`config.mk`:
```
export PLATFORM = sky130hd
export DESIGN_NAME = amel_top
export DESIGN_NICKNAME = d
export VERILOG_FILES = /design/src/hdl/amel_pkg.sv /design/src/hdl/amel_sync.sv /design/src/hdl/amel_top.sv
export SDC_FILE = /design/constraint.sdc
export NUM_CORES = 1
export LEC_CHECK = 0
export BUFFER_PORTS_ARGS = -buffer_cell sky130_fd_sc_hd__buf_4
export CELL_PAD_IN_SITES_DETAIL_PLACEMENT = 1
export CELL_PAD_IN_SITES_GLOBAL_PLACEMENT = 1
export CORE_ASPECT_RATIO = 2
export CORE_MARGIN = 1.5
export CORE_UTILIZATION = 33
export CTS_CLUSTER_SIZE = 12
export DETAILED_ROUTE_END_ITERATION = 8
export PLACE_DENSITY = 0.83
export SETUP_SLACK_MARGIN = 0.1
export SYNTH_ARGS = -nofsm -noshare
export SYNTH_HDL_FRONTEND = slang
export SYNTH_HIERARCHICAL = 1
export SYNTH_SLANG_ARGS = --single-unit
```
`constraint.sdc`:
```
create_clock -name MCLK -period 1.9 [get_ports MCLK]
set_input_delay 0.475 -clock MCLK [delete_from_list [all_inputs] [get_ports MCLK]]
set_output_delay 0.475 -clock MCLK [all_outputs]
set_load 0.005 [all_outputs]
```
`src/hdl/amel_pkg.sv`:
```
// constants and carrier types for the attention and multi-sync event logic
package amel_pkg;
  localparam int unsigned DATA_W = 32;
  localparam int unsigned ADDR_W = 8;
  localparam int unsigned EV_W   = 2;

  // event bit positions, shared by pending, mask, status, acknowledge
  localparam int unsigned EV_MS   = 0;
  localparam int unsigned EV_ATTN = 1;
  localparam int unsigned CNTL_ATTN_BIT = 0;

  // register byte offsets
  localparam logic [7:0] OFF_PRIV_CNTL  = 8'h00;
  localparam logic [7:0] OFF_PEND       = 8'h04;
  localparam logic [7:0] OFF_EV_MASK    = 8'h08;
  localparam logic [7:0] OFF_EV_STAT    = 8'h0C;
  localparam logic [7:0] OFF_STAT_COUNT = 8'h10;
  localparam logic [7:0] OFF_EV_ACK     = 8'h14;
  localparam logic [7:0] OFF_MS_REQ     = 8'h18;
  localparam logic [7:0] OFF_INT_STAT   = 8'h1C;
  localparam logic [7:0] OFF_INT_MASK   = 8'h20;

  // reset values
  localparam logic [1:0] RST_EV       = 2'h0;
  localparam logic       RST_COUNT    = 1'b0;
  localparam logic       RST_MS_COUNT = 1'b1;
  localparam logic [1:0] RST_RST_PIPE = 2'h0;
  localparam logic [2:0] RST_SYNC     = 3'h0;

  typedef struct packed {
    logic attn;
    logic ms;
  } amel_ev_s;

  typedef struct packed {
    logic              wr;
    logic              rd;
    logic [ADDR_W-1:0] addr;
    logic [DATA_W-1:0] wdata;
  } amel_bus_s;
endpackage

```
`src/hdl/amel_sync.sv`:
```
// three-stage synchroniser with agreement filter for one asynchronous pin
`timescale 1ns/10ps
module amel_sync (
  input  wire logic clk,     // core clock
  input  wire logic rst_n,   // synchronised reset, active low
  input  wire logic din,     // asynchronous pin
  output logic      dout     // filtered level
);
  logic [2:0] sync_reg;
  logic [2:0] sync_next;
  logic       lvl_reg;
  logic       lvl_next;

  // stage 0 feeds only stage 1; the level moves once stages 1 and 2 agree
  always_comb begin
    sync_next = {sync_reg[1:0], din};
    lvl_next  = (sync_reg[1] == sync_reg[2]) ? sync_reg[2] : lvl_reg;
  end

  always_ff @(posedge clk or negedge rst_n) begin
    if (!rst_n) begin
      sync_reg <= amel_pkg::RST_SYNC;
      lvl_reg  <= 1'b0;
    end else begin
      sync_reg <= sync_next;
      lvl_reg  <= lvl_next;
    end
  end

  assign dout = lvl_reg;
endmodule

```
`src/hdl/amel_top.sv`:
```
// attention and multisource-sync event logic with register port and interrupt
`timescale 1ns/10ps
module amel_top (
  input  wire logic        MCLK,       // 200 MHz core clock
  input  wire logic        RST_N,      // asynchronous reset, active low
  input  wire logic [7:0]  ADDR,       // register byte address
  input  wire logic [31:0] WDATA,      // write data
  input  wire logic        WR,         // write strobe
  input  wire logic        RD,         // read strobe
  input  wire logic        MSYNC_DONE, // sync completion level from the flow controller
  output logic      [31:0] RDATA,      // read data, cycle after RD
  output logic             IRQ,        // level interrupt
  output logic             MSYNC_REQ   // one-cycle sync request pulse
);
  localparam int unsigned EW = amel_pkg::EV_W;

  logic [1:0] rst_pipe_reg;
  logic       rst_n;

  // reset asserts at once, releases two edges later
  always_ff @(posedge MCLK or negedge RST_N) begin
    if (!RST_N) begin
      rst_pipe_reg <= amel_pkg::RST_RST_PIPE;
    end else begin
      rst_pipe_reg <= {rst_pipe_reg[0], 1'b1};
    end
  end
  assign rst_n = rst_pipe_reg[1];

  // one driver for the whole carrier, so no field is left to a second assignment
  amel_pkg::amel_bus_s bus;
  assign bus = '{wr: WR, rd: RD, addr: ADDR, wdata: WDATA};

  logic done_lvl;
  amel_sync u_done_sync (
    .clk   (MCLK),
    .rst_n (rst_n),
    .din   (MSYNC_DONE),
    .dout  (done_lvl)
  );

  // state
  logic          attn_cntl_reg;
  logic          attn_cntl_next;
  logic [EW-1:0] pend_reg;
  logic [EW-1:0] pend_next;
  logic [EW-1:0] mask_reg;
  logic [EW-1:0] mask_next;
  logic [EW-1:0] stat_reg;
  logic [EW-1:0] stat_next;
  logic          count_reg;
  logic          count_next;
  logic          ms_count_reg;
  logic          ms_count_next;
  logic          done_prev_reg;
  logic          done_prev_next;
  logic [EW-1:0] int_stat_reg;
  logic [EW-1:0] int_stat_next;
  logic [EW-1:0] int_mask_reg;
  logic [EW-1:0] int_mask_next;
  logic [31:0]   rdata_reg;
  logic [31:0]   rdata_next;
  logic          irq_reg;
  logic          irq_next;
  logic          msreq_reg;
  logic          msreq_next;

  // decoded strobes and event terms
  logic          wr_cntl;
  logic          wr_pend;
  logic          wr_mask;
  logic          wr_ack;
  logic          wr_msreq;
  logic          wr_istat;
  logic          wr_imask;
  logic          rd_stat;
  logic          done_rise;
  logic [EW-1:0] ack_clr;
  logic [EW-1:0] priv_clr;
  logic [EW-1:0] ev;
  amel_pkg::amel_ev_s ev_s;

  always_comb begin
    wr_cntl  = bus.wr && (bus.addr == amel_pkg::OFF_PRIV_CNTL);
    wr_pend  = bus.wr && (bus.addr == amel_pkg::OFF_PEND);
    wr_mask  = bus.wr && (bus.addr == amel_pkg::OFF_EV_MASK);
    wr_ack   = bus.wr && (bus.addr == amel_pkg::OFF_EV_ACK);
    wr_msreq = bus.wr && (bus.addr == amel_pkg::OFF_MS_REQ);
    wr_istat = bus.wr && (bus.addr == amel_pkg::OFF_INT_STAT);
    wr_imask = bus.wr && (bus.addr == amel_pkg::OFF_INT_MASK);
    rd_stat  = bus.rd && (bus.addr == amel_pkg::OFF_EV_STAT);
    done_rise = done_lvl && !done_prev_reg;
  end

  // request channel count: a request empties it, completion fills it
  always_comb begin
    done_prev_next = done_lvl;
    ms_count_next  = ms_count_reg;
    if (done_rise) begin
      ms_count_next = 1'b1;
    end else if (wr_msreq) begin
      ms_count_next = 1'b0;
    end
    msreq_next = wr_msreq;
  end

  // attention request bit and the two event sources
  always_comb begin
    attn_cntl_next = attn_cntl_reg;
    if (wr_cntl) begin
      attn_cntl_next = bus.wdata[amel_pkg::CNTL_ATTN_BIT];
    end
    ev_s.attn = wr_cntl && bus.wdata[amel_pkg::CNTL_ATTN_BIT];
    ev_s.ms   = !ms_count_reg && ms_count_next;
    ev = '0;
    ev[amel_pkg::EV_ATTN] = ev_s.attn;
    ev[amel_pkg::EV_MS]   = ev_s.ms;
  end

  // pending, mask, status and status count; a new event beats a clear
  always_comb begin
    ack_clr   = wr_ack  ? bus.wdata[EW-1:0]  : '0;
    priv_clr  = wr_pend ? ~bus.wdata[EW-1:0] : '0;
    pend_next = (pend_reg & ~ack_clr & ~priv_clr) | ev;
    mask_next = wr_mask ? bus.wdata[EW-1:0] : mask_reg;
    stat_next = (stat_reg & ~ack_clr) | (ev & mask_reg);
    count_next = count_reg;
    if (|(ev & mask_reg)) begin
      count_next = 1'b1;
    end else if (rd_stat) begin
      count_next = 1'b0;
    end
  end

  // interrupt status is write-one-to-clear; a new event wins
  always_comb begin
    int_stat_next = int_stat_reg & ~(wr_istat ? bus.wdata[EW-1:0] : {EW{1'b0}});
    int_stat_next = int_stat_next | ev;
    int_mask_next = wr_imask ? bus.wdata[EW-1:0] : int_mask_reg;
    irq_next      = |(int_stat_next & int_mask_next);
  end

  // read mux; unmapped addresses read zero
  always_comb begin
    rdata_next = '0;
    if (bus.rd) begin
      case (bus.addr)
        amel_pkg::OFF_PRIV_CNTL:  rdata_next[amel_pkg::CNTL_ATTN_BIT] = attn_cntl_reg;
        amel_pkg::OFF_PEND:       rdata_next[EW-1:0] = pend_reg;
        amel_pkg::OFF_EV_MASK:    rdata_next[EW-1:0] = mask_reg;
        amel_pkg::OFF_EV_STAT:    rdata_next[EW-1:0] = stat_reg;
        amel_pkg::OFF_STAT_COUNT: rdata_next[0] = count_reg;
        amel_pkg::OFF_MS_REQ:     rdata_next[0] = ms_count_reg;
        amel_pkg::OFF_INT_STAT:   rdata_next[EW-1:0] = int_stat_reg;
        amel_pkg::OFF_INT_MASK:   rdata_next[EW-1:0] = int_mask_reg;
        default:                  rdata_next = '0;
      endcase
    end
  end

  always_ff @(posedge MCLK or negedge rst_n) begin
    if (!rst_n) begin
      attn_cntl_reg <= 1'b0;
      pend_reg      <= amel_pkg::RST_EV;
      mask_reg      <= amel_pkg::RST_EV;
      stat_reg      <= amel_pkg::RST_EV;
      count_reg     <= amel_pkg::RST_COUNT;
      ms_count_reg  <= amel_pkg::RST_MS_COUNT;
      done_prev_reg <= 1'b0;
      int_stat_reg  <= amel_pkg::RST_EV;
      int_mask_reg  <= amel_pkg::RST_EV;
      rdata_reg     <= '0;
      irq_reg       <= 1'b0;
      msreq_reg     <= 1'b0;
    end else begin
      attn_cntl_reg <= attn_cntl_next;
      pend_reg      <= pend_next;
      mask_reg      <= mask_next;
      stat_reg      <= stat_next;
      count_reg     <= count_next;
      ms_count_reg  <= ms_count_next;
      done_prev_reg <= done_prev_next;
      int_stat_reg  <= int_stat_next;
      int_mask_reg  <= int_mask_next;
      rdata_reg     <= rdata_next;
      irq_reg       <= irq_next;
      msreq_reg     <= msreq_next;
    end
  end

  assign RDATA     = rdata_reg;
  assign IRQ       = irq_reg;
  assign MSYNC_REQ = msreq_reg;

  // checks next to the logic they guard
  attn_raise_a: assert property (
    @(posedge MCLK) disable iff (!rst_n)
    (wr_cntl && bus.wdata[amel_pkg::CNTL_ATTN_BIT]) |=> pend_reg[amel_pkg::EV_ATTN])
    else $error("attention write did not raise pending");

  ms_raise_a: assert property (
    @(posedge MCLK) disable iff (!rst_n)
    (!ms_count_reg ##1 ms_count_reg) |-> pend_reg[amel_pkg::EV_MS])
    else $error("sync completion did not raise pending");

  enabled_status_a: assert property (
    @(posedge MCLK) disable iff (!rst_n)
    (|(ev & mask_reg)) |=> (count_reg && ((stat_reg & $past(ev & mask_reg)) != '0)))
    else $error("enabled event missing status or count");

  masked_quiet_a: assert property (
    @(posedge MCLK) disable iff (!rst_n)
    (ev[amel_pkg::EV_MS] && !mask_reg[amel_pkg::EV_MS] && !stat_reg[amel_pkg::EV_MS])
      |=> !stat_reg[amel_pkg::EV_MS])
    else $error("masked event set its status");

  ack_attn_a: assert property (
    @(posedge MCLK) disable iff (!rst_n)
    (wr_ack && bus.wdata[amel_pkg::EV_ATTN] && !ev[amel_pkg::EV_ATTN])
      |=> !pend_reg[amel_pkg::EV_ATTN])
    else $error("acknowledge left attention pending");

  ack_ms_a: assert property (
    @(posedge MCLK) disable iff (!rst_n)
    (wr_ack && bus.wdata[amel_pkg::EV_MS] && !ev[amel_pkg::EV_MS])
      |=> !pend_reg[amel_pkg::EV_MS])
    else $error("acknowledge left sync pending");

  priv_clear_a: assert property (
    @(posedge MCLK) disable iff (!rst_n)
    (wr_pend && ev == '0) |=> (pend_reg & ~$past(bus.wdata[EW-1:0])) == '0)
    else $error("pending write did not clear zero bits");

  req_data_a: assert property (
    @(posedge MCLK) disable iff (!rst_n)
    (wr_msreq && !done_rise) |=> (!ms_count_reg && MSYNC_REQ))
    else $error("sync request not taken");

  reset_clear_a: assert property (
    @(posedge MCLK)
    !rst_n |=> (pend_reg == '0 && stat_reg == '0 && !count_reg))
    else $error("state not cleared by reset");

  irq_level_a: assert property (
    @(posedge MCLK) disable iff (!rst_n)
    IRQ == (|(int_stat_reg & int_mask_reg)))
    else $error("interrupt level disagrees with status");

  // a full request count must never raise the sync event again
  ms_refuse_a: assert property (
    @(posedge MCLK) disable iff (!rst_n)
    (ms_count_reg && !wr_msreq && !pend_reg[amel_pkg::EV_MS])
      |=> !pend_reg[amel_pkg::EV_MS])
    else $error("full request count raised sync pending");

  attn_quiet_a: assert property (
    @(posedge MCLK) disable iff (!rst_n)
    (!(wr_cntl && bus.wdata[amel_pkg::CNTL_ATTN_BIT]) && !pend_reg[amel_pkg::EV_ATTN])
      |=> !pend_reg[amel_pkg::EV_ATTN])
    else $error("attention pending set without a request");

  attn_masked_a: assert property (
    @(posedge MCLK) disable iff (!rst_n)
    (ev[amel_pkg::EV_ATTN] && !mask_reg[amel_pkg::EV_ATTN] && !stat_reg[amel_pkg::EV_ATTN])
      |=> !stat_reg[amel_pkg::EV_ATTN])
    else $error("masked attention set its status");

  masked_count_a: assert property (
    @(posedge MCLK) disable iff (!rst_n)
    ((ev & mask_reg) == '0 && !count_reg) |=> !count_reg)
    else $error("status count set without an enabled event");

  pend_keep_a: assert property (
    @(posedge MCLK) disable iff (!rst_n)
    wr_pend |=> ((pend_reg & $past(pend_reg & bus.wdata[EW-1:0]))
      == $past(pend_reg & bus.wdata[EW-1:0])))
    else $error("pending write cleared a bit written as one");

  ack_status_a: assert property (
    @(posedge MCLK) disable iff (!rst_n)
    (wr_ack && (ev & mask_reg) == '0) |=> ((stat_reg & $past(bus.wdata[EW-1:0])) == '0))
    else $error("acknowledge left a status bit set");

  req_pulse_a: assert property (
    @(posedge MCLK) disable iff (!rst_n)
    MSYNC_REQ |-> $past(wr_msreq))
    else $error("sync request pulse without a request write");

  // read data stand for one cycle only, so a late sampler sees zero
  rdata_idle_a: assert property (
    @(posedge MCLK) disable iff (!rst_n)
    !bus.rd |=> (RDATA == '0))
    else $error("read data present without a read");

  int_sticky_a: assert property (
    @(posedge MCLK) disable iff (!rst_n)
    !wr_istat |=> ((int_stat_reg & $past(int_stat_reg)) == $past(int_stat_reg)))
    else $error("interrupt status bit lost without a clear");

  int_raise_a: assert property (
    @(posedge MCLK) disable iff (!rst_n)
    (ev != '0) |=> ((int_stat_reg & $past(ev)) == $past(ev)))
    else $error("event did not set its interrupt status");
endmodule
```
==> metrics list, run 1 <==
- Outcome: finished clean
- Walking the worst path, the cells encountered are buf_4 > nor4b_2 > and3_1 > nand2_2 > mux2_4 > a22o_1.
* Width of the chip: 48.1 um
- Clock transition at the registers of the reported paths: 0.08 ns
- Critical Path End Type: register
- Counting every sink on the clock net gives 24.
- The routed design uses between 1.5 and 2 mm of met2 wire.
* Final hold viol count: 0
- Die Ht: ~93 um
- CTS Hold Buffers Added: 1
* Placeable core region: 3880 um^2
* Placed cell area: approximately 1500 um^2
- Via count of the first global-routing pass: around 1100
* Met3 wirelength from detailed routing: 153 um
- Across all layers, the routed design uses between 1000 and 1500 vias.
- The first global-routing pass estimated around 5.1 mm of wire.
- The detail route stage leaves a number of antenna-violating nets equal to 0.
- The worst register-to-register path ends at IRQ$_DFF_PN0_.
- Global routing used 16.3% of the available tracks across all layers.
* CTS max path bufs: 2
- Via density per instance: 4.79
- After floorplanning, the core was divided into 32 placement rows.
- 79 I/O pins were placed.
- The die covers 4480 um^2.
- Sum of net half-perimeters after detailed placement: ~2.5 mm
- Critical path peak fanout: 2
- CTS Root Buffer Type: sky130_fd_sc_hd__clkbuf_8
* Effective utilization at floorplan: approximately a third
- Min-delay worst type: register to asynchronous set/reset pin
- TritonCTS built the clock tree.
- Dividing the final minimum period by the clock period gives 86.5%.
- Area fraction of the dominant cell type after synthesis: around 43%
- Ratio of cells with drive above 1 in the final layout: 24.8%
- On the critical path, the stage with the largest delay is an instance of sky130_fd_sc_hd__nor4b_2.
- Final-report setup violation count: 0
* Slew headroom: around 56%
- Distinct cells, synth: 36
- Max capacitance violation total: 0
- In this run the power density over the cells is around 700 nW/um^2.
- For this run, the number of Yosys warnings is 6.
- WL/cell: roughly 15 um
* Top post-synthesis cells by area: sky130_fd_sc_hd__dfrtp_1 43%, sky130_fd_sc_hd__buf_4 17%, sky130_fd_sc_hd__mux2_1 4.2%, sky130_fd_sc_hd__nand3_1 3.0%, sky130_fd_sc_hd__nand2_1 2.8%
- By startpoint and endpoint, the worst setup path is classified as input pin to register.
* Highest layer used for signal routing: met4
- Post-synth ARST share: 100%
- Hold Worst Slack: between 0.03 and 0.04 ns
* Leakage power: between 0.8 and 0.9 nW
- Routability congestion estimate: 0.897
- Worst reg2reg setup slack: about 0.53 ns
- Of the synthesized area, sequential elements account for 44.9%.
- Based on the critical path, the design can be clocked at up to ~0.61 GHz.
- Worst IR Drop VDD: 0.320 mV
* Flip-flop count of the largest register after layout: 3
* Reg-to-reg critical path startpoint: u_done_sync/dout$_DFFE_PN0N_
- The first detailed-routing pass took 4 iterations.
* Pin slew with the least headroom to its limit: around 0.65 ns
- Type of origin of the critical path: input pin
- Syn-to-layout area delta: 17.9%
- Clk_skew: approximately 0.0020 ns
* RSZ-0062 raised after global routing: no
* Global route overflow: 0
* Post_cts resized: 0
- Synthesized cell area: about 1300 um^2
- Summed over all layers, the routed wires come to between 3 and 4 mm.
* Number of clock buffers inserted by TritonCTS: 3
- For the finished layout, the period the worst path requires is ~1.6 ns.
- Post-CTS Setup Bufs: 0
- STA puts the critical path data required time at between 2 and 2.5 ns.
- Highest-count cells in the layout ignoring fill and taps: 31 x sky130_fd_sc_hd__conb_1, 30 x sky130_fd_sc_hd__buf_4, 23 x sky130_fd_sc_hd__dfrtp_1
- Setup total negative slack on the finished layout was measured at 0 ns.
- Area of all placed cells without fillers: between 1500 and 2000 um^2
- Worst r2r path cells: 4
* EDFF count, synth: 0
- After technology mapping, the gate count stands at approximately 130.
- The largest single stage delay on the critical path is 0.34 ns.
* Cell type with the largest total area after synthesis: sky130_fd_sc_hd__dfrtp_1
- DRC marker count from the first detailed-route iteration: 20
- Mean post-synth cell area: between 10 and 15 um^2
- The library cell used most frequently in the layout, excluding fill and tap cells, is sky130_fd_sc_hd__conb_1.
- Skew-Pair Late Insertion Delay: around 0.27 ns
* Largest net degree at the start of global routing: 21
- Dominant synthesized flop cell: sky130_fd_sc_hd__dfrtp_1
- After detailed routing, the number of remaining DRC violations is 0.
* Crit path arrival time: between 1.5 and 2 ns
- The max-slew violation count is 0.
- In this run the number of H-tree levels came out at 1.
- Post-synthesis sequential element count: 24
* Port Buffers: 18
- The initial antenna violation count is 0.
* Number of nets at the end of the flow: roughly 210
- Routed length on met1: 1.07 mm
* Antenna cells: 0
Yosys cell counts, types with 2 or more instances:
cell type	number
sky130_fd_sc_hd__a21oi_1	2
sky130_fd_sc_hd__a22o_1	2
sky130_fd_sc_hd__a22oi_1	2
sky130_fd_sc_hd__and2_1	2
sky130_fd_sc_hd__and3_1	2
sky130_fd_sc_hd__buf_2	2
sky130_fd_sc_hd__buf_4	30
sky130_fd_sc_hd__conb_1	2
sky130_fd_sc_hd__dfrtp_1	23
sky130_fd_sc_hd__inv_1	4
sky130_fd_sc_hd__mux2_1	5
sky130_fd_sc_hd__mux2_4	2
sky130_fd_sc_hd__nand2_1	10
sky130_fd_sc_hd__nand3_1	8
sky130_fd_sc_hd__nand3b_1	2
sky130_fd_sc_hd__nand4_1	3
sky130_fd_sc_hd__nor2_1	4
sky130_fd_sc_hd__nor3_1	4
sky130_fd_sc_hd__nor4b_2	2
sky130_fd_sc_hd__o21ai_1	6
sky130_fd_sc_hd__xor2_1	2
power breakdown:
| group | total, mW | switching, mW | internal (mW) |
|---|---|---|---|
| Sequential | 0.546 | 0.0134 | 0.532 |
| Clock | 0.449 | 0.166 | 0.282 |
| Combinational | 0.134 | 0.0779 | 0.0566 |
| Total | 1.13 | 0.258 | 0.871 |
cell type report:
| cell class | count | area, um^2 |
|---|---|---|
| tap | 51 | 63.8 |
| inverter | 4 | 15.0 |
| clock inverter | 1 | 30.0 |
| clock buffer | 3 | 41.3 |
| sequential | 24 | 602 |
| multi-input combinational | 102 | 594 |
| timing repair buffer | 31 | 235 |
| fill | 473 | 2300 |
how the worst max path moves through the flow:
stage | start | endpoint | slack (ns) | cells past startpoint
floorplan | ADDR[4] | IRQ$_DFF_PN0_ | 0.24 | 5
global placement | ADDR[4] | IRQ$_DFF_PN0_ | -0.03 | 6
detailed placement | ADDR[4] | IRQ$_DFF_PN0_ | -0.01 | 6
CTS | ADDR[4] | IRQ$_DFF_PN0_ | 0.28 | 6
global route | ADDR[5] | IRQ$_DFF_PN0_ | 0.23 | 7
finish | ADDR[4] | IRQ$_DFF_PN0_ | 0.26 | 6
cell families (layout without fill, tap and decap cells):
group,after synthesis,in the layout,synth area share [%]
AO/OA/AOI/OAI,17,17,8.02
XOR/XNOR,2,2,1.31
adder cells (fa/ha/maj),1,1,0.839
buffers and inverters,37,39,18.9
flip-flops,24,24,44.9
multiplexers,8,8,7.18
other,2,31,0.560
AND/OR/NAND/NOR,43,43,18.3
layer usage:
layer  GRT usage (%)  vias to the layer above
li1                -                      460
met1            14.9                      517
met2            30.4                       51
met3            1.93                        6
met4            9.23                        0
met5               0                        -
worst max-delay path: cells and delay by family:
family / cells / cell delay (ns)
buffers and inverters: 1 / 0.12
AOI/OAI and AO/OA: 1 / 0.23
and+or+nand+nor: 3 / 0.68
muxes: 1 / 0.31
metrics by stage:
| stage | instances | total power [mW] | setup WS, ns | utilization (%) |
|---|---|---|---|---|
| after floorplan | 163 | 0.664 | 0.240 | - |
| after global placement | 211 | 0.681 | -0.0281 | 38.6 |
| after detailed placement | 211 | 0.686 | -0.0124 | 38.6 |
| final | 216 | 1.13 | 0.257 | 40.7 |
| after CTS | 216 | 1.14 | 0.281 | 40.7 |
| after global routing | 216 | 1.17 | 0.227 | 40.7 |
No activity file was read; power rests on OpenSTA's default activity.
==> run 2: changes to the inputs <==
- ABC_AREA: default -> 1
- BUFFER_PORTS_ARGS: -buffer_cell sky130_fd_sc_hd__buf_4 -> -buffer_cell sky130_fd_sc_hd__buf_2
- CELL_PAD_IN_SITES_DETAIL_PLACEMENT: 1 -> default
- CELL_PAD_IN_SITES_GLOBAL_PLACEMENT: 1 -> default
- CORE_UTILIZATION: 33 -> 47
==> run 2 against run 1 <==
Compared with the run above: count of clock-buffer cells in the layout increased by 1; area after synthesis rose by 5.9%; synthesized cell count increased by 31%; flip-flop and latch count unchanged; setup slack gained 0.42 ns; fmax grew 34%; clock skew increased by 0.0023 ns; largest cell class is now multi-input combinational cells; critical path type is now register to primary output; cell count grew 5.1%; utilization increased by 11 points; worst hold slack improved by 0.19 ns.
==> metrics list, run 2 <==
- Outcome: finished clean
* Max Fclk: a little over 0.8 GHz
- Counting flops with a built-in enable in the synthesized netlist gives 0.
- STA classifies the critical path startpoint as a register.
- Flip-flop count of the largest register after layout: 3
- Entering global routing, the biggest net connects 23 pins.
- Cell type with the largest total area after synthesis: sky130_fd_sc_hd__dfrtp_1
- Final-report setup violation count: 0
- STA classifies the critical path endpoint as a primary output.
- After routing, the total negative slack on setup checks comes to 0 ns.
- Cells with a size suffix above 1 make up 25.4% of the layout.
* Die Ht: ~81 um
- between 70 and 80 I/O pins were placed.
- Counting flops and latches in the post-synthesis netlist gives 24.
* Full die area: 3380 um^2
* Residual DRC: 0
- Max capacitance violation total: 0
- At the end of the flow the core is filled with cells to between 50 and 60%.
- By instance count, the leading cell after synthesis is sky130_fd_sc_hd__nand2_1.
- By count the netlist is led by 36 x sky130_fd_sc_hd__nand2_1, 30 x sky130_fd_sc_hd__buf_4, 23 x sky130_fd_sc_hd__dfrtp_1.
* Top Family by Delay on Critical Path: flip-flops
* Buffers & Inverters on Critical Path: 1
* WL/cell: between 10 and 15 um
- Dividing total power by cell area gives a power density of 667 nW/um^2.
- The setup path with the least slack is of type register to primary output.
* Total global-route track usage: between 15 and 20%
* Worst endpoint required time: ~1.4 ns
* Critical Path, Cell by Cell: buf_2
- Yosys printed 6 warnings.
* Clock transition at the registers of the reported paths: roughly 0.08 ns
- Detailed placement ended at an HPWL of ~2 mm.
- After floorplanning, the core was sized to cover slightly below 3000 um^2.
- In the routed layout, each cell is associated on average with a via count of about 4.8.
* DRC marker count from the first detailed-route iteration: 16
- Clock tree from TritonCTS: yes
- Final hold viol count: 0
- Synthesized cell area: approximately 1400 um^2
* Number of nets at the end of the flow: between 200 and 250
- Number of clock buffers inserted by TritonCTS: 3
* Worst IR Drop VDD: approximately 0.33 mV
- For this block, the routed nets add up to around 2.4 mm of wire.
- CTS placed an instance of sky130_fd_sc_hd__clkbuf_8 at the clock tree root.
- Counting flops with an async set or reset pin after synthesis yields a share of 100%.
* Vias post-DR: roughly 1100
* Peak per-stage delay on the critical path: between 0.3 and 0.4 ns
* CTS max path bufs: 2
- The most used flip-flop cell after synthesis is sky130_fd_sc_hd__dfrtp_1.
- The number of different library cells used by synthesis comes to 21.
* First-pass iteration count of the detailed router: 4
- Period Utilization, post-route: 64.4%
* Syn-to-layout area delta: 4.93%
- Global route overflow: 0
- The via count of the first global-routing pass is between 1000 and 1500.
- Number of antenna violations at the first check in global routing: 0
- In the synthesized netlist, the number of instances is roughly 180.
- RSZ-0062 raised after global routing: no
- Maximum level of the CTS H-tree: 1
- Width of the chip: 41.9 um
- For this design the static power due to leakage is 0.814 nW.
- The repair_antennas step left the layout with diodes totalling 0.
* Final slew viol count: 0
- For the worst setup path, the data arrival time is 0.75 ns.
* Global-route wire length before repair: between 4 and 5 mm
- Most frequent standard cell in the layout excluding fill and tap cells: sky130_fd_sc_hd__nand2_1
* Residual antenna-violating net count after detailed routing: 0
- Floorplan row count: 28
- Once the floorplan was initialized, standard cells occupied between 40% and 50% of the core.
- For this design, the slowest cell found on the critical path is sky130_fd_sc_hd__dfrtp_1.
- Clock latency on the worst-skew pair, taken at its later pin, is roughly 0.27 ns.
- For the finished layout, the period the worst path requires is ~1.2 ns.
* Clk_skew: between 0.004 and 0.005 ns
- By area the synthesized netlist is led by sky130_fd_sc_hd__dfrtp_1 41%, sky130_fd_sc_hd__buf_4 16%, sky130_fd_sc_hd__nand2_1 9.5%, sky130_fd_sc_hd__nand3_1 6.7%, sky130_fd_sc_hd__nor2_4 4.0%.
- Fill cell instance count of the final layout: 300
- Highest-count cells in the layout ignoring fill and taps: 36 x sky130_fd_sc_hd__nand2_1, 31 x sky130_fd_sc_hd__conb_1, 23 x sky130_fd_sc_hd__dfrtp_1
- Routability congestion estimate: 0.882
- Mean post-synth cell area: 8.11 um^2
- The worst hold path belongs to the class register to asynchronous set/reset pin.
- Port buffering added 18 buffers.
* Critical path peak fanout: 1
- Of the synthesized area, sequential elements account for a little over two fifths.
- Post-CTS Setup Bufs: 0
- Area fraction of the dominant cell type after synthesis: 40.5%
* Clk sink count: 24
run 2: repair_timing:
action | CTS | global route
endpoints found under the hold margin | 2 | 0
endpoints found under the setup margin | 0 | 0
resized for setup | 0 | 0
hold buffers | 1 | 0
run 2: metal layers:
metal	vias up	part of all wire, %	GRT usage, %
met1	489	34	16.9
met2	55	54	28.7
met5	-	0	0
li1	522	-	-
met4	0	6.8	13.2
met3	13	5.2	0.667
run 2: layout make-up:
cell class                      instances  area (um^2)  share of cell area, %
Timing Repair Buffer                   20          108                   7.22
Inverter                               20         76.3                   5.12
Multi-Input combinational cell        129          612                   41.1
Tap cell                               30         37.5                   2.52
Sequential cell                        24          602                   40.4
Clock buffer                            4         55.1                   3.69
run 2: worst paths after layout:
kind                                                 from                                end  slack [ns]  depth (start not counted)
worst min-delay path            rst_pipe_reg[1]$_DFF_PN0_  u_done_sync/sync_reg[2]$_DFF_PN0_        0.23                          1
max in group asynchronous                           RST_N          rst_pipe_reg[0]$_DFF_PN0_        1.29                          2
worst min register to register  rst_pipe_reg[1]$_DFF_PN0_  u_done_sync/sync_reg[2]$_DFF_PN0_        0.23                          1
worst max-delay path                   RDATA[0]$_DFF_PN0_                           RDATA[0]        0.68                          1
min in group MCLK                              MSYNC_DONE  u_done_sync/sync_reg[0]$_DFF_PN0_        0.31                          1
worst max register to register     ms_count_reg$_DFF_PN1_                      IRQ$_DFF_PN0_        0.88                          5
run 2: kinds of logic (layout without fill, tap and decap cells):
family	Yosys count	count (layout)	synth area share, %
other	2	31	0.529
AO/OA/AOI/OAI	10	10	4.14
AND/OR/NAND/NOR	88	88	30.7
flip-flops	24	24	42.4
buffers and inverters	51	44	22.2
run 2: through the flow:
stage	hold WS (ns)	setup WS [ns]	cell area, um^2	cells	power, mW
3_5_place_dp	0.234	0.419	1430	222	0.665
3_3_place_gp	0.208	0.438	1430	222	0.660
5_1_grt	0.260	0.566	1490	227	1.05
4_1_cts	0.242	0.671	1490	227	1.00
2_1_floorplan	0.179	0.687	1530	204	0.669
6_report	0.226	0.677	1490	227	0.995
run 2: power breakdown:
part	switching, mW	internal, mW	total, mW	leakage (nW)
Sequential	0.0129	0.535	0.548	0.296
Combinational	0.0754	0.0331	0.108	0.489
Clock	0.154	0.185	0.339	0.0288
